--- config.mk ---
export PLATFORM = sky130hd
export DESIGN_NAME = twcp_two_wire_config_port
export DESIGN_NICKNAME = d
export VERILOG_FILES = /design/src/hdl/twcp_two_wire_config_port.v /design/src/hdl/twcp_regmem.v
export VERILOG_INCLUDE_DIRS = /design/src /design/src/shared
export SDC_FILE = /design/constraint.sdc
export NUM_CORES = 2
export LEC_CHECK = 0
export BUFFER_PORTS_ARGS = -buffer_cell sky130_fd_sc_hd__buf_2
export CAP_MARGIN = 25
export CORE_MARGIN = 5
export CORE_UTILIZATION = 45
export CTS_CLUSTER_DIAMETER = 100
export DETAILED_ROUTE_END_ITERATION = 10
export PLACE_DENSITY = 0.72
export SLEW_MARGIN = 40
export SYNTH_ARGS = -nofsm -noshare
export SYNTH_HDL_FRONTEND = slang
export SYNTH_HIERARCHICAL = 1
export SYNTH_SLANG_ARGS = --single-unit
--- constraint.sdc ---
create_clock -name clk -period 25.8 [get_ports clk]
set_input_delay 0 -clock clk [delete_from_list [all_inputs] [get_ports clk]]
set_output_delay 0 -clock clk [all_outputs]
set_load 0.02 [all_outputs]
--- src/shared/twcp_defines.vh ---
`ifndef TWCP_DEFINES_VH
`define TWCP_DEFINES_VH
// ----------------------------------------
// Bus address
// ----------------------------------------
`define TWCP_ADDR_HI 6'h26
// ----------------------------------------
// Register space
// ----------------------------------------
`define TWCP_REG_DEPTH 256
`define TWCP_STANDBY_REG 8'h2c
`define TWCP_STANDBY_VAL 8'h0f
`define TWCP_STAT_CHSEL 8'h01
`define TWCP_STAT_ACT 8'h02
`define TWCP_RST_DEF 8'h00
// Default input config byte at index 0x05 (arbitrary layout)
`define TWCP_CFG_REG 8'h05
`define TWCP_CFG_DEF 8'h00
// ----------------------------------------
// Timing
// ----------------------------------------
`define TWCP_SCL_DELAY 3
`define TWCP_POR_CYCLES 524288
`endif

--- src/hdl/twcp_two_wire_config_port.v ---
`timescale 1ns/1ns
`include "twcp_defines.vh"
module twcp_two_wire_config_port #(
    parameter POR_CYCLES = `TWCP_POR_CYCLES
) (
    input wire clk,
    input wire rst,
    input wire reset_n,
    input wire addr_strap,
    input wire scl_i,
    input wire sda_i,
    output wire sda_o,
    output wire sda_oe,
    input wire [7:0] sync_chsel_status,
    input wire [7:0] sync_act_status,
    output reg standby_r,
    output reg reset_busy_r
);
    localparam ST_IDLE = 3'd0;
    localparam ST_ADDR = 3'd1;
    localparam ST_AACK = 3'd2;
    localparam ST_WR = 3'd3;
    localparam ST_WACK = 3'd4;
    localparam ST_RD = 3'd5;
    localparam ST_RACK = 3'd6;
    // ----------------------------------------
    // Synchronisers and SCL deglitch
    // ----------------------------------------
    reg [1:0] scl_s_r, sda_s_r, rstn_s_r, strap_s_r;
    reg [`TWCP_SCL_DELAY-1:0] scl_sh_r;
    reg [`TWCP_SCL_DELAY:0] sda_sh_r;
    reg scl_f_r, sda_d_r;
    always @(posedge clk) begin
        scl_s_r <= {scl_s_r[0], scl_i};
        sda_s_r <= {sda_s_r[0], sda_i};
        rstn_s_r <= {rstn_s_r[0], reset_n};
        strap_s_r <= {strap_s_r[0], addr_strap};
    end
    // Filtered SCL only follows after three equal samples
    always @(posedge clk) begin
        if (rst) begin
            scl_sh_r <= {`TWCP_SCL_DELAY{1'b1}};
            sda_sh_r <= {(`TWCP_SCL_DELAY+1){1'b1}};
            scl_f_r <= 1'b1;
            sda_d_r <= 1'b1;
        end else begin
            scl_sh_r <= {scl_sh_r[`TWCP_SCL_DELAY-2:0], scl_s_r[1]};
            // SDA lags as far as filtered SCL, so a data change just after
            // the SCL fall is never mistaken for a start or stop
            sda_sh_r <= {sda_sh_r[`TWCP_SCL_DELAY-1:0], sda_s_r[1]};
            sda_d_r <= sda_sh_r[`TWCP_SCL_DELAY];
            if (&scl_sh_r) begin
                scl_f_r <= 1'b1;
            end else if (~|scl_sh_r) begin
                scl_f_r <= 1'b0;
            end
        end
    end
    reg scl_fd_r;
    always @(posedge clk) begin
        scl_fd_r <= rst ? 1'b1 : scl_f_r;
    end
    wire scl_rise = scl_f_r & ~scl_fd_r;
    wire scl_fall = ~scl_f_r & scl_fd_r;
    wire sda_now = sda_sh_r[`TWCP_SCL_DELAY];
    wire start_det = scl_f_r & sda_d_r & ~sda_now;
    wire stop_det = scl_f_r & ~sda_d_r & sda_now;
    // ----------------------------------------
    // Reset sequencer
    // ----------------------------------------
    // Long count covers power-on and external reset alike
    reg [19:0] por_cnt_r;
    wire full_rst = rst | ~rstn_s_r[1];
    reg init_r;
    reg [7:0] init_addr_r;
    reg addr_lsb_r;
    always @(posedge clk) begin
        if (full_rst) begin
            por_cnt_r <= 20'h0_0000;
            reset_busy_r <= 1'b1;
            init_r <= 1'b1;
            init_addr_r <= 8'h00;
        end else begin
            if (init_r) begin
                init_addr_r <= init_addr_r + 8'h01;
                if (init_addr_r == 8'hff) begin
                    init_r <= 1'b0;
                end
            end
            if (por_cnt_r == POR_CYCLES[19:0] - 20'h0_0001) begin
                reset_busy_r <= 1'b0;
            end else begin
                por_cnt_r <= por_cnt_r + 20'h0_0001;
            end
        end
    end
    // Strap followed while reset_busy_r is high, held once it falls
    always @(posedge clk) begin
        if (reset_busy_r) begin
            addr_lsb_r <= strap_s_r[1];
        end
    end
    // ----------------------------------------
    // Serial state machine
    // ----------------------------------------
    reg [2:0] state_r, state_nxt;
    reg [7:0] shift_r;
    reg [3:0] bit_r;
    reg [7:0] index_r;
    reg idx_loaded_r;
    reg sda_low_r;
    reg mem_we;
    reg [7:0] mem_wdata;
    reg [7:0] mem_waddr;
    wire [7:0] rdata;
    wire addr_hit = (shift_r[7:2] == `TWCP_ADDR_HI) && (shift_r[1] == addr_lsb_r);
    always @(posedge clk) begin
        if (full_rst | reset_busy_r) begin
            state_r <= ST_IDLE;
            shift_r <= 8'h00;
            bit_r <= 4'h0;
            index_r <= 8'h00;
            idx_loaded_r <= 1'b0;
            sda_low_r <= 1'b0;
        end else if (start_det) begin
            state_r <= ST_ADDR;
            bit_r <= 4'h0;
            idx_loaded_r <= 1'b0;
            sda_low_r <= 1'b0;
        end else if (stop_det) begin
            state_r <= ST_IDLE;
            sda_low_r <= 1'b0;
        end else begin
            case (state_r)
                ST_ADDR, ST_WR: begin
                    if (scl_rise) begin
                        shift_r <= {shift_r[6:0], sda_now};
                        bit_r <= bit_r + 4'h1;
                    end else if (scl_fall && bit_r == 4'h8) begin
                        bit_r <= 4'h0;
                        if (state_r == ST_ADDR) begin
                            if (addr_hit) begin
                                sda_low_r <= 1'b1;
                                state_r <= ST_AACK;
                            end else begin
                                state_r <= ST_IDLE;
                            end
                        end else begin
                            sda_low_r <= 1'b1;
                            state_r <= ST_WACK;
                            if (idx_loaded_r) begin
                                index_r <= index_r + 8'h01;
                            end else begin
                                index_r <= shift_r;
                                idx_loaded_r <= 1'b1;
                            end
                        end
                    end
                end
                ST_AACK, ST_WACK: begin
                    if (scl_fall) begin
                        if (state_r == ST_AACK && shift_r[0]) begin
                            state_r <= ST_RD;
                            shift_r <= rdata;
                            sda_low_r <= ~rdata[7];
                            bit_r <= 4'h1;
                        end else begin
                            state_r <= ST_WR;
                            sda_low_r <= 1'b0;
                        end
                    end
                end
                ST_RD: begin
                    if (scl_fall) begin
                        if (bit_r == 4'h8) begin
                            sda_low_r <= 1'b0;
                            state_r <= ST_RACK;
                            index_r <= index_r + 8'h01;
                        end else begin
                            sda_low_r <= ~shift_r[3'd7 - bit_r[2:0]];
                            bit_r <= bit_r + 4'h1;
                        end
                    end
                end
                ST_RACK: begin
                    if (scl_rise) begin
                        shift_r[0] <= sda_now;
                    end else if (scl_fall) begin
                        if (shift_r[0]) begin
                            state_r <= ST_IDLE;
                        end else begin
                            state_r <= ST_RD;
                            shift_r <= rdata;
                            sda_low_r <= ~rdata[7];
                            bit_r <= 4'h1;
                        end
                    end
                end
                default: begin
                    state_r <= ST_IDLE;
                end
            endcase
        end
    end
    // Sequential read: ack bit sample reuses shift_r[0] after data has been sent
    // ----------------------------------------
    // Register writes, defaults, status
    // ----------------------------------------
    wire host_wr = (state_r == ST_WR) && scl_fall && (bit_r == 4'h8) && idx_loaded_r;
    // Alternate so both status bytes stay fresh whatever the index
    reg stat_sel_r;
    always @(posedge clk) begin
        if (full_rst) begin
            stat_sel_r <= 1'b0;
        end else begin
            stat_sel_r <= ~stat_sel_r;
        end
    end
    always @* begin
        mem_we = 1'b1;
        mem_waddr = index_r;
        mem_wdata = shift_r;
        if (init_r) begin
            mem_waddr = init_addr_r;
            mem_wdata = (init_addr_r == `TWCP_CFG_REG) ? `TWCP_CFG_DEF : `TWCP_RST_DEF;
        end else if (host_wr) begin
            mem_waddr = index_r;
        end else if (!stat_sel_r) begin
            // Status refresh, also in standby
            mem_waddr = `TWCP_STAT_CHSEL;
            mem_wdata = sync_chsel_status;
        end else begin
            mem_waddr = `TWCP_STAT_ACT;
            mem_wdata = sync_act_status;
        end
    end
    always @(posedge clk) begin
        if (full_rst) begin
            standby_r <= 1'b0;
        end else if (host_wr && index_r == `TWCP_STANDBY_REG) begin
            standby_r <= (shift_r == `TWCP_STANDBY_VAL);
        end
    end
    twcp_regmem u_mem (
        .clk(clk),
        .we(mem_we),
        .waddr(mem_waddr),
        .wdata(mem_wdata),
        .raddr(index_r),
        .rdata(rdata)
    );
    // Port logic ignores standby, so it keeps serving the host
    assign sda_o = 1'b0;
    assign sda_oe = sda_low_r;
endmodule

--- src/hdl/twcp_regmem.v ---
`timescale 1ns/1ns
`include "twcp_defines.vh"
module twcp_regmem (
    input wire clk,
    input wire we,
    input wire [7:0] waddr,
    input wire [7:0] wdata,
    input wire [7:0] raddr,
    output reg [7:0] rdata
);
    reg [7:0] mem [0:`TWCP_REG_DEPTH-1];
    always @(posedge clk) begin
        if (we) begin
            mem[waddr] <= wdata;
        end
        rdata <= mem[raddr];
    end
endmodule

# Yosys cells after proc, flatten, opt, wreduce, memory -nomap -nowiden
# Memory sizes are Yosys's and may differ from the RTL's. A register that Yosys moved wholly into a read port is not among the register bits.
# Cells that the tools add are included.
# totals
ramBits,2048
n_memories,1
output_inout_bits,4
word_cells,172
romBits,0
latch_bits,0
ff_bits,76
# mem_list
memory,words,word_bits,rd,rd_ports_with_merged_regs,write_ports,line_no,rtl
u_mem.mem,256,8,1,1,1,twcp_regmem.v:11,reg [7:0] mem [0:`TWCP_REG_DEPTH-1];
# classes
div_mod_pow,0
shift,0
eq_ne,35
magnitude_cmp,1
n_reduce_logical,25
mul,0
n_mux,61
bitwise,20
n_addsub,5
# ops
operator,n
$mux 8,16
$mux 4,9
$mux 3,10
$ne 4x4->1 const B,7
$ne 2x2->1 const B,12
$pmux 8 s3,1
$reduce_and 7->1,3
$add 20x1->20 const B,1
$eq 20x19->1 const B,1
$reduce_and 9->1,2
$mux 1,17
$add 8x1->8 const B,2
$pmux 4 s4,1
$pmux 8 s2,1
$not 1->1,12
$pmux 3 s4,1
$reduce_and 10->1,1
$eq 3x3->1 const B,3
$ne 3x3->1 const B,3
$eq 8x4->1 const B,1
$eq 8x6->1 const B,1
$eq 8x8->1 const B,1
$reduce_and 8->1,1
$reduce_or 2->1,4
21 further kinds,36

# Depth between registers and ports, before layout
# depth
word_depth,9
ltp_mapped,15
mapped_depth_nobuf,11

# Cells and area by module
# Netlist, hierarchy kept.
# modules_own_cells
module,area_per_inst_um2,cells_each,instances
twcp_regmem,79556.3,3733,1
twcp_two_wire_config_port,4479.3,528,1

# Worst setup path before layout
# No wires, ideal clock.
# synth_timing
path_kind,reg2reg
start,register scl_f_r
end,memory u_mem.mem[0][0] (data pin)
required_time_ns,24.485
slack_ns,17.252
synth_period_minus_slack_ns,8.548
stages_incl_launch_ff,9
n_path_buf,3
setup_ns,1.315
arrival_time_ns,7.233
cell_sequence,dfxtp_1 -> inv_1 -> ha_1 -> buf_4 -> nand4b_4 -> or3_1 -> clkbuf_1 -> buf_2 -> a211oi_2
# synth_via
elab_chain_len,7
# synth_rtl
item,line_no,rtl
start: declaration,twcp_two_wire_config_port.v:32,"reg scl_f_r, sda_d_r;"
start signal: assignment,twcp_two_wire_config_port.v:44,scl_f_r <= 1'b1;
start signal: assignment,twcp_two_wire_config_port.v:53,scl_f_r <= 1'b1;
start signal: assignment,twcp_two_wire_config_port.v:55,scl_f_r <= 1'b0;
$not 1->1,twcp_two_wire_config_port.v:64,wire scl_fall = ~scl_f_r & scl_fd_r;
$and 1x1->1,twcp_two_wire_config_port.v:64,
$logic_and 1x1->1 (3 in series),twcp_two_wire_config_port.v:209,wire host_wr = (state_r == ST_WR) && scl_fall && (bit_r == 4'h8) && idx_loaded_r;
$mux 8,twcp_two_wire_config_port.v:226,end else if (host_wr) begin
$mux 8,twcp_two_wire_config_port.v:223,if (init_r) begin
named net mem_wdata[0],twcp_two_wire_config_port.v:113,reg [7:0] mem_wdata;
end: declaration,twcp_regmem.v:11,
# The timed path passes the listed nets, and every way through them passes these cells.

==> run metrics <==
P per Cell Area around 70 mW/mm^2; worst r2r src index_r[1]$_SDFFE_PP0P_; H-tree level count 4; Logic pwr share 0.003; WL per Instance 28.69 um; Die H approximately 440 um; WP buf/inv 3; vias in the first global route approximately 42,000; Leak about 23 nW; core box area about 0.19 mm^2; top-count cell post-synth edfxtp_1; GR Util All Layers 0.2004; unrepaired setup endpoints after global routing no; initial core utilization 0.4527; detailed-route via count 43,040; die area ~0.20 mm^2; Post-CTS Hold Buffers 10; ys async rst share 0; Placed Area 0.08674 mm^2; CP peak stage delay between 0.7 and 0.8 ns; Worst Path Class, Setup reg -> reg; largest net degree at the start of global routing 174; final setup violation count 0; worst-path fanout max about 120; crit end category register; Post-DRT Antenna Nets 0; area share of the largest cell type after synthesis 0.7322; largest area contributor in the netlist edfxtp_1; r2r setup slk around 21 ns; initial antenna violation count 5; fillers between 10,000 and 15,000; Min-Delay Startpoint sync_chsel_status[0]; cells on worst reg2reg path 9; crit path DAT between 5 and 6 ns; Post-Synth XOR/XNOR Area 0.002189; type of origin of the critical path register; period utilisation layout 0.1971; clock sinks ~2,100; Netlist cell types approximately 90; sequential area share after synthesis 0.7520; ranking of synthesized cells by area edfxtp_1 (73%), mux4_2 (12%), dfxtp_1 (2.0%); CTS-repair resized insts 0; DRC viols 0; Worst Hold Depth 4; non-filler cells in the finished layout roughly 7,000; postcts setup bufs 0; layout cells sized above 1 0.2228; actual slew at the worst max-slew pin 1.037 ns; Std-Cell Rows ~160; Rel. slew slack 0.3087; Detailed Place HPWL 119,000 um; gp weighted congestion around 0.85; DP Worst Slack 20.89 ns; Post-synth top cells edfxtp_1 (2,049), mux4_2 (455), nor2_1 (342); Worst Skew 0.03854 ns; drt pass-1 iters 6; Cell Int Power roughly 5.4 mW; most common flop cell mapped by yosys edfxtp_1; clk_lat worst skew slightly above 0.8 ns; Placed Cells between 6,000 and 7,000; TritonCTS clock tree built; synthesis-to-layout area growth 11.28%; Post-Synth Simple-Gate Area 0.03838; Pwr Total between 6 and 7 mW; DIE WIDTH about 440 um; Worst Hold Path EP u_mem/mem[15][0]$_DFFE_PP_; Avg Cell Area, Syn roughly 20 um^2; Peak supply drop between 0.07 and 0.08 mV; delay-heaviest family, CP buffers and inverters; num ports 26; main combinational cell family by area after synthesis multiplexers; final slew viol count 0; Flop pwr share 0.564; TritonCTS buffer count around 200; clock power share 0.432; fin nets 4,357; critical path's slowest cell a221oi_1; complex-gate fraction of the synthesized area 0.04425; setup_tns 0 ns; initial drt markers between 5,000 and 6,000; Post-Route Hold Slack roughly 0.13 ns; Reg-to-Reg End u_mem/rdata[5]$_DFF_P_; status completed; final worst slack between 20 and 25 ns; CTS clk-pin slew, worst paths around 0.060 ns; Final min period 5.085 ns; final hold vios 0; Switching Fraction 0.1892; CTS root buffer clkbuf_16; sw power between 1 and 1.5 mW; synthesized cell area around 0.084 mm^2; GRT overflow 0; syn nets 4,291; number of enable flip-flop cells after synthesis just over 2,000; class of the worst hold path in -> reg; mux contribution to synthesized area 0.1412; first-pass GRT wire length around 290,000 um; vias per cell 6.171; Fmax slightly below 200 MHz; crit-path cells buf_4 > buf_12 > buf_6 > mux4_2 > a22o_1 > a221oi_1 > o32ai_1 > nor3_1 > nor4_1; port bufs 24; Ys Warns 6; Clock Tree Buf Depth 3; area share of fa/ha/maj cells after synthesis 0.001444; design area 0.09351 mm^2; CP required 26.49 ns; Yosys reg bits roughly 2,100; Final Core Density 0.5038; cell count after synthesis ~4,300; Max Cap Viol 0; routed wire length 200,100 um
-- power by group through the flow --
stage               logic [mW]  clock network [mW]  registers [mW]
floorplan              0.00932                   0            3.81
global placement        0.0183                   0            3.81
detailed placement      0.0186                   0            3.81
CTS                     0.0201                2.90            3.74
global route            0.0218                3.05            3.74
finish                  0.0209                2.86            3.74
-- worst min-delay path, delay by kind of cell --
family	cells	cell delay, ns
AOI/OAI and AO/OA	1	0.12
muxes	1	0.31
buffers and inverters	2	0.29
-- cells by family after synthesis --
group / count (synthesis)
flip-flops: 2132
adder cells (fa/ha/maj): 10
AO/OA/AOI/OAI: 517
AND/OR/NAND/NOR: 678
buffers and inverters: 288
multiplexers: 613
XOR/XNOR: 21
other: 2
-- worst max path at each step --
stage / end / slack, ns / start / depth (start not counted)
2_1_floorplan: u_mem/mem[0][0]$_DFFE_PP_ / 17.25 / scl_f_r$_SDFFE_PP1N_ / 8
3_3_place_gp: u_mem/rdata[2]$_DFF_P_ / 20.40 / index_r[1]$_SDFFE_PP0P_ / 8
3_5_place_dp: u_mem/rdata[5]$_DFF_P_ / 20.89 / index_r[1]$_SDFFE_PP0P_ / 9
4_1_cts: u_mem/mem[75][0]$_DFFE_PP_ / 20.89 / scl_f_r$_SDFFE_PP1N_ / 10
5_1_grt: u_mem/mem[187][3]$_DFFE_PP_ / 20.61 / scl_f_r$_SDFFE_PP1N_ / 10
6_report: u_mem/rdata[5]$_DFF_P_ / 20.72 / index_r[1]$_SDFFE_PP0P_ / 9
-- cell type report --
class / count / area, um^2 / area share
inverter: 20 / 77.57 / 0.0008295
clock inverter: 104 / 967.2 / 0.01034
sequential: 2132 / 63210 / 0.6759
timing repair buffer: 134 / 1274 / 0.01362
multi-input combinational: 1841 / 19490 / 0.2084
clock buffer: 258 / 5385 / 0.05759
tap: 2480 / 3103 / 0.03318
antenna: 5 / 12.51 / 0.0001338
-- layer usage --
layer  track usage  vias up  wire length, um
met2        0.3092     2497            94610
met5             0        -               23
met3       0.04223      362            20960
met1        0.2843    22450            77710
met4       0.07413        4             6775
li1              -    17720                -
-- flip-flops by register name, summed over array words and instances (netlist names), 3 cells and up --
name         count
scl_sh_r         3
por_cnt_r       20
bit_r            4
shift_r          8
u_mem/rdata      8
sda_sh_r         4
state_r          3
index_r          8
init_addr_r      8
u_mem/mem     2048
-- cells in the final DEF (no fill, tap or decap), types with 27 or more instances in the layout --
cell type  netlist  final
edfxtp_1      2049   2049
nor2_1         342    292
nor2_2           1     49
clkbuf_1       121     44
nand3_1         59     49
nand2_1         70     67
o22ai_1         29     29
nor3_1          32     27
buf_4           35     61
dfxtp_1         83     77
o21ai_0         27     27
a22oi_1        133    133
clkinv_1         1     45
clkbuf_16        0    202
nor2b_1         36     32
a21oi_1        126    125
mux2i_1        154    154
o221ai_1        56     56
mux4_2         455    455
Note: power is estimated with default switching activity, not from simulation.
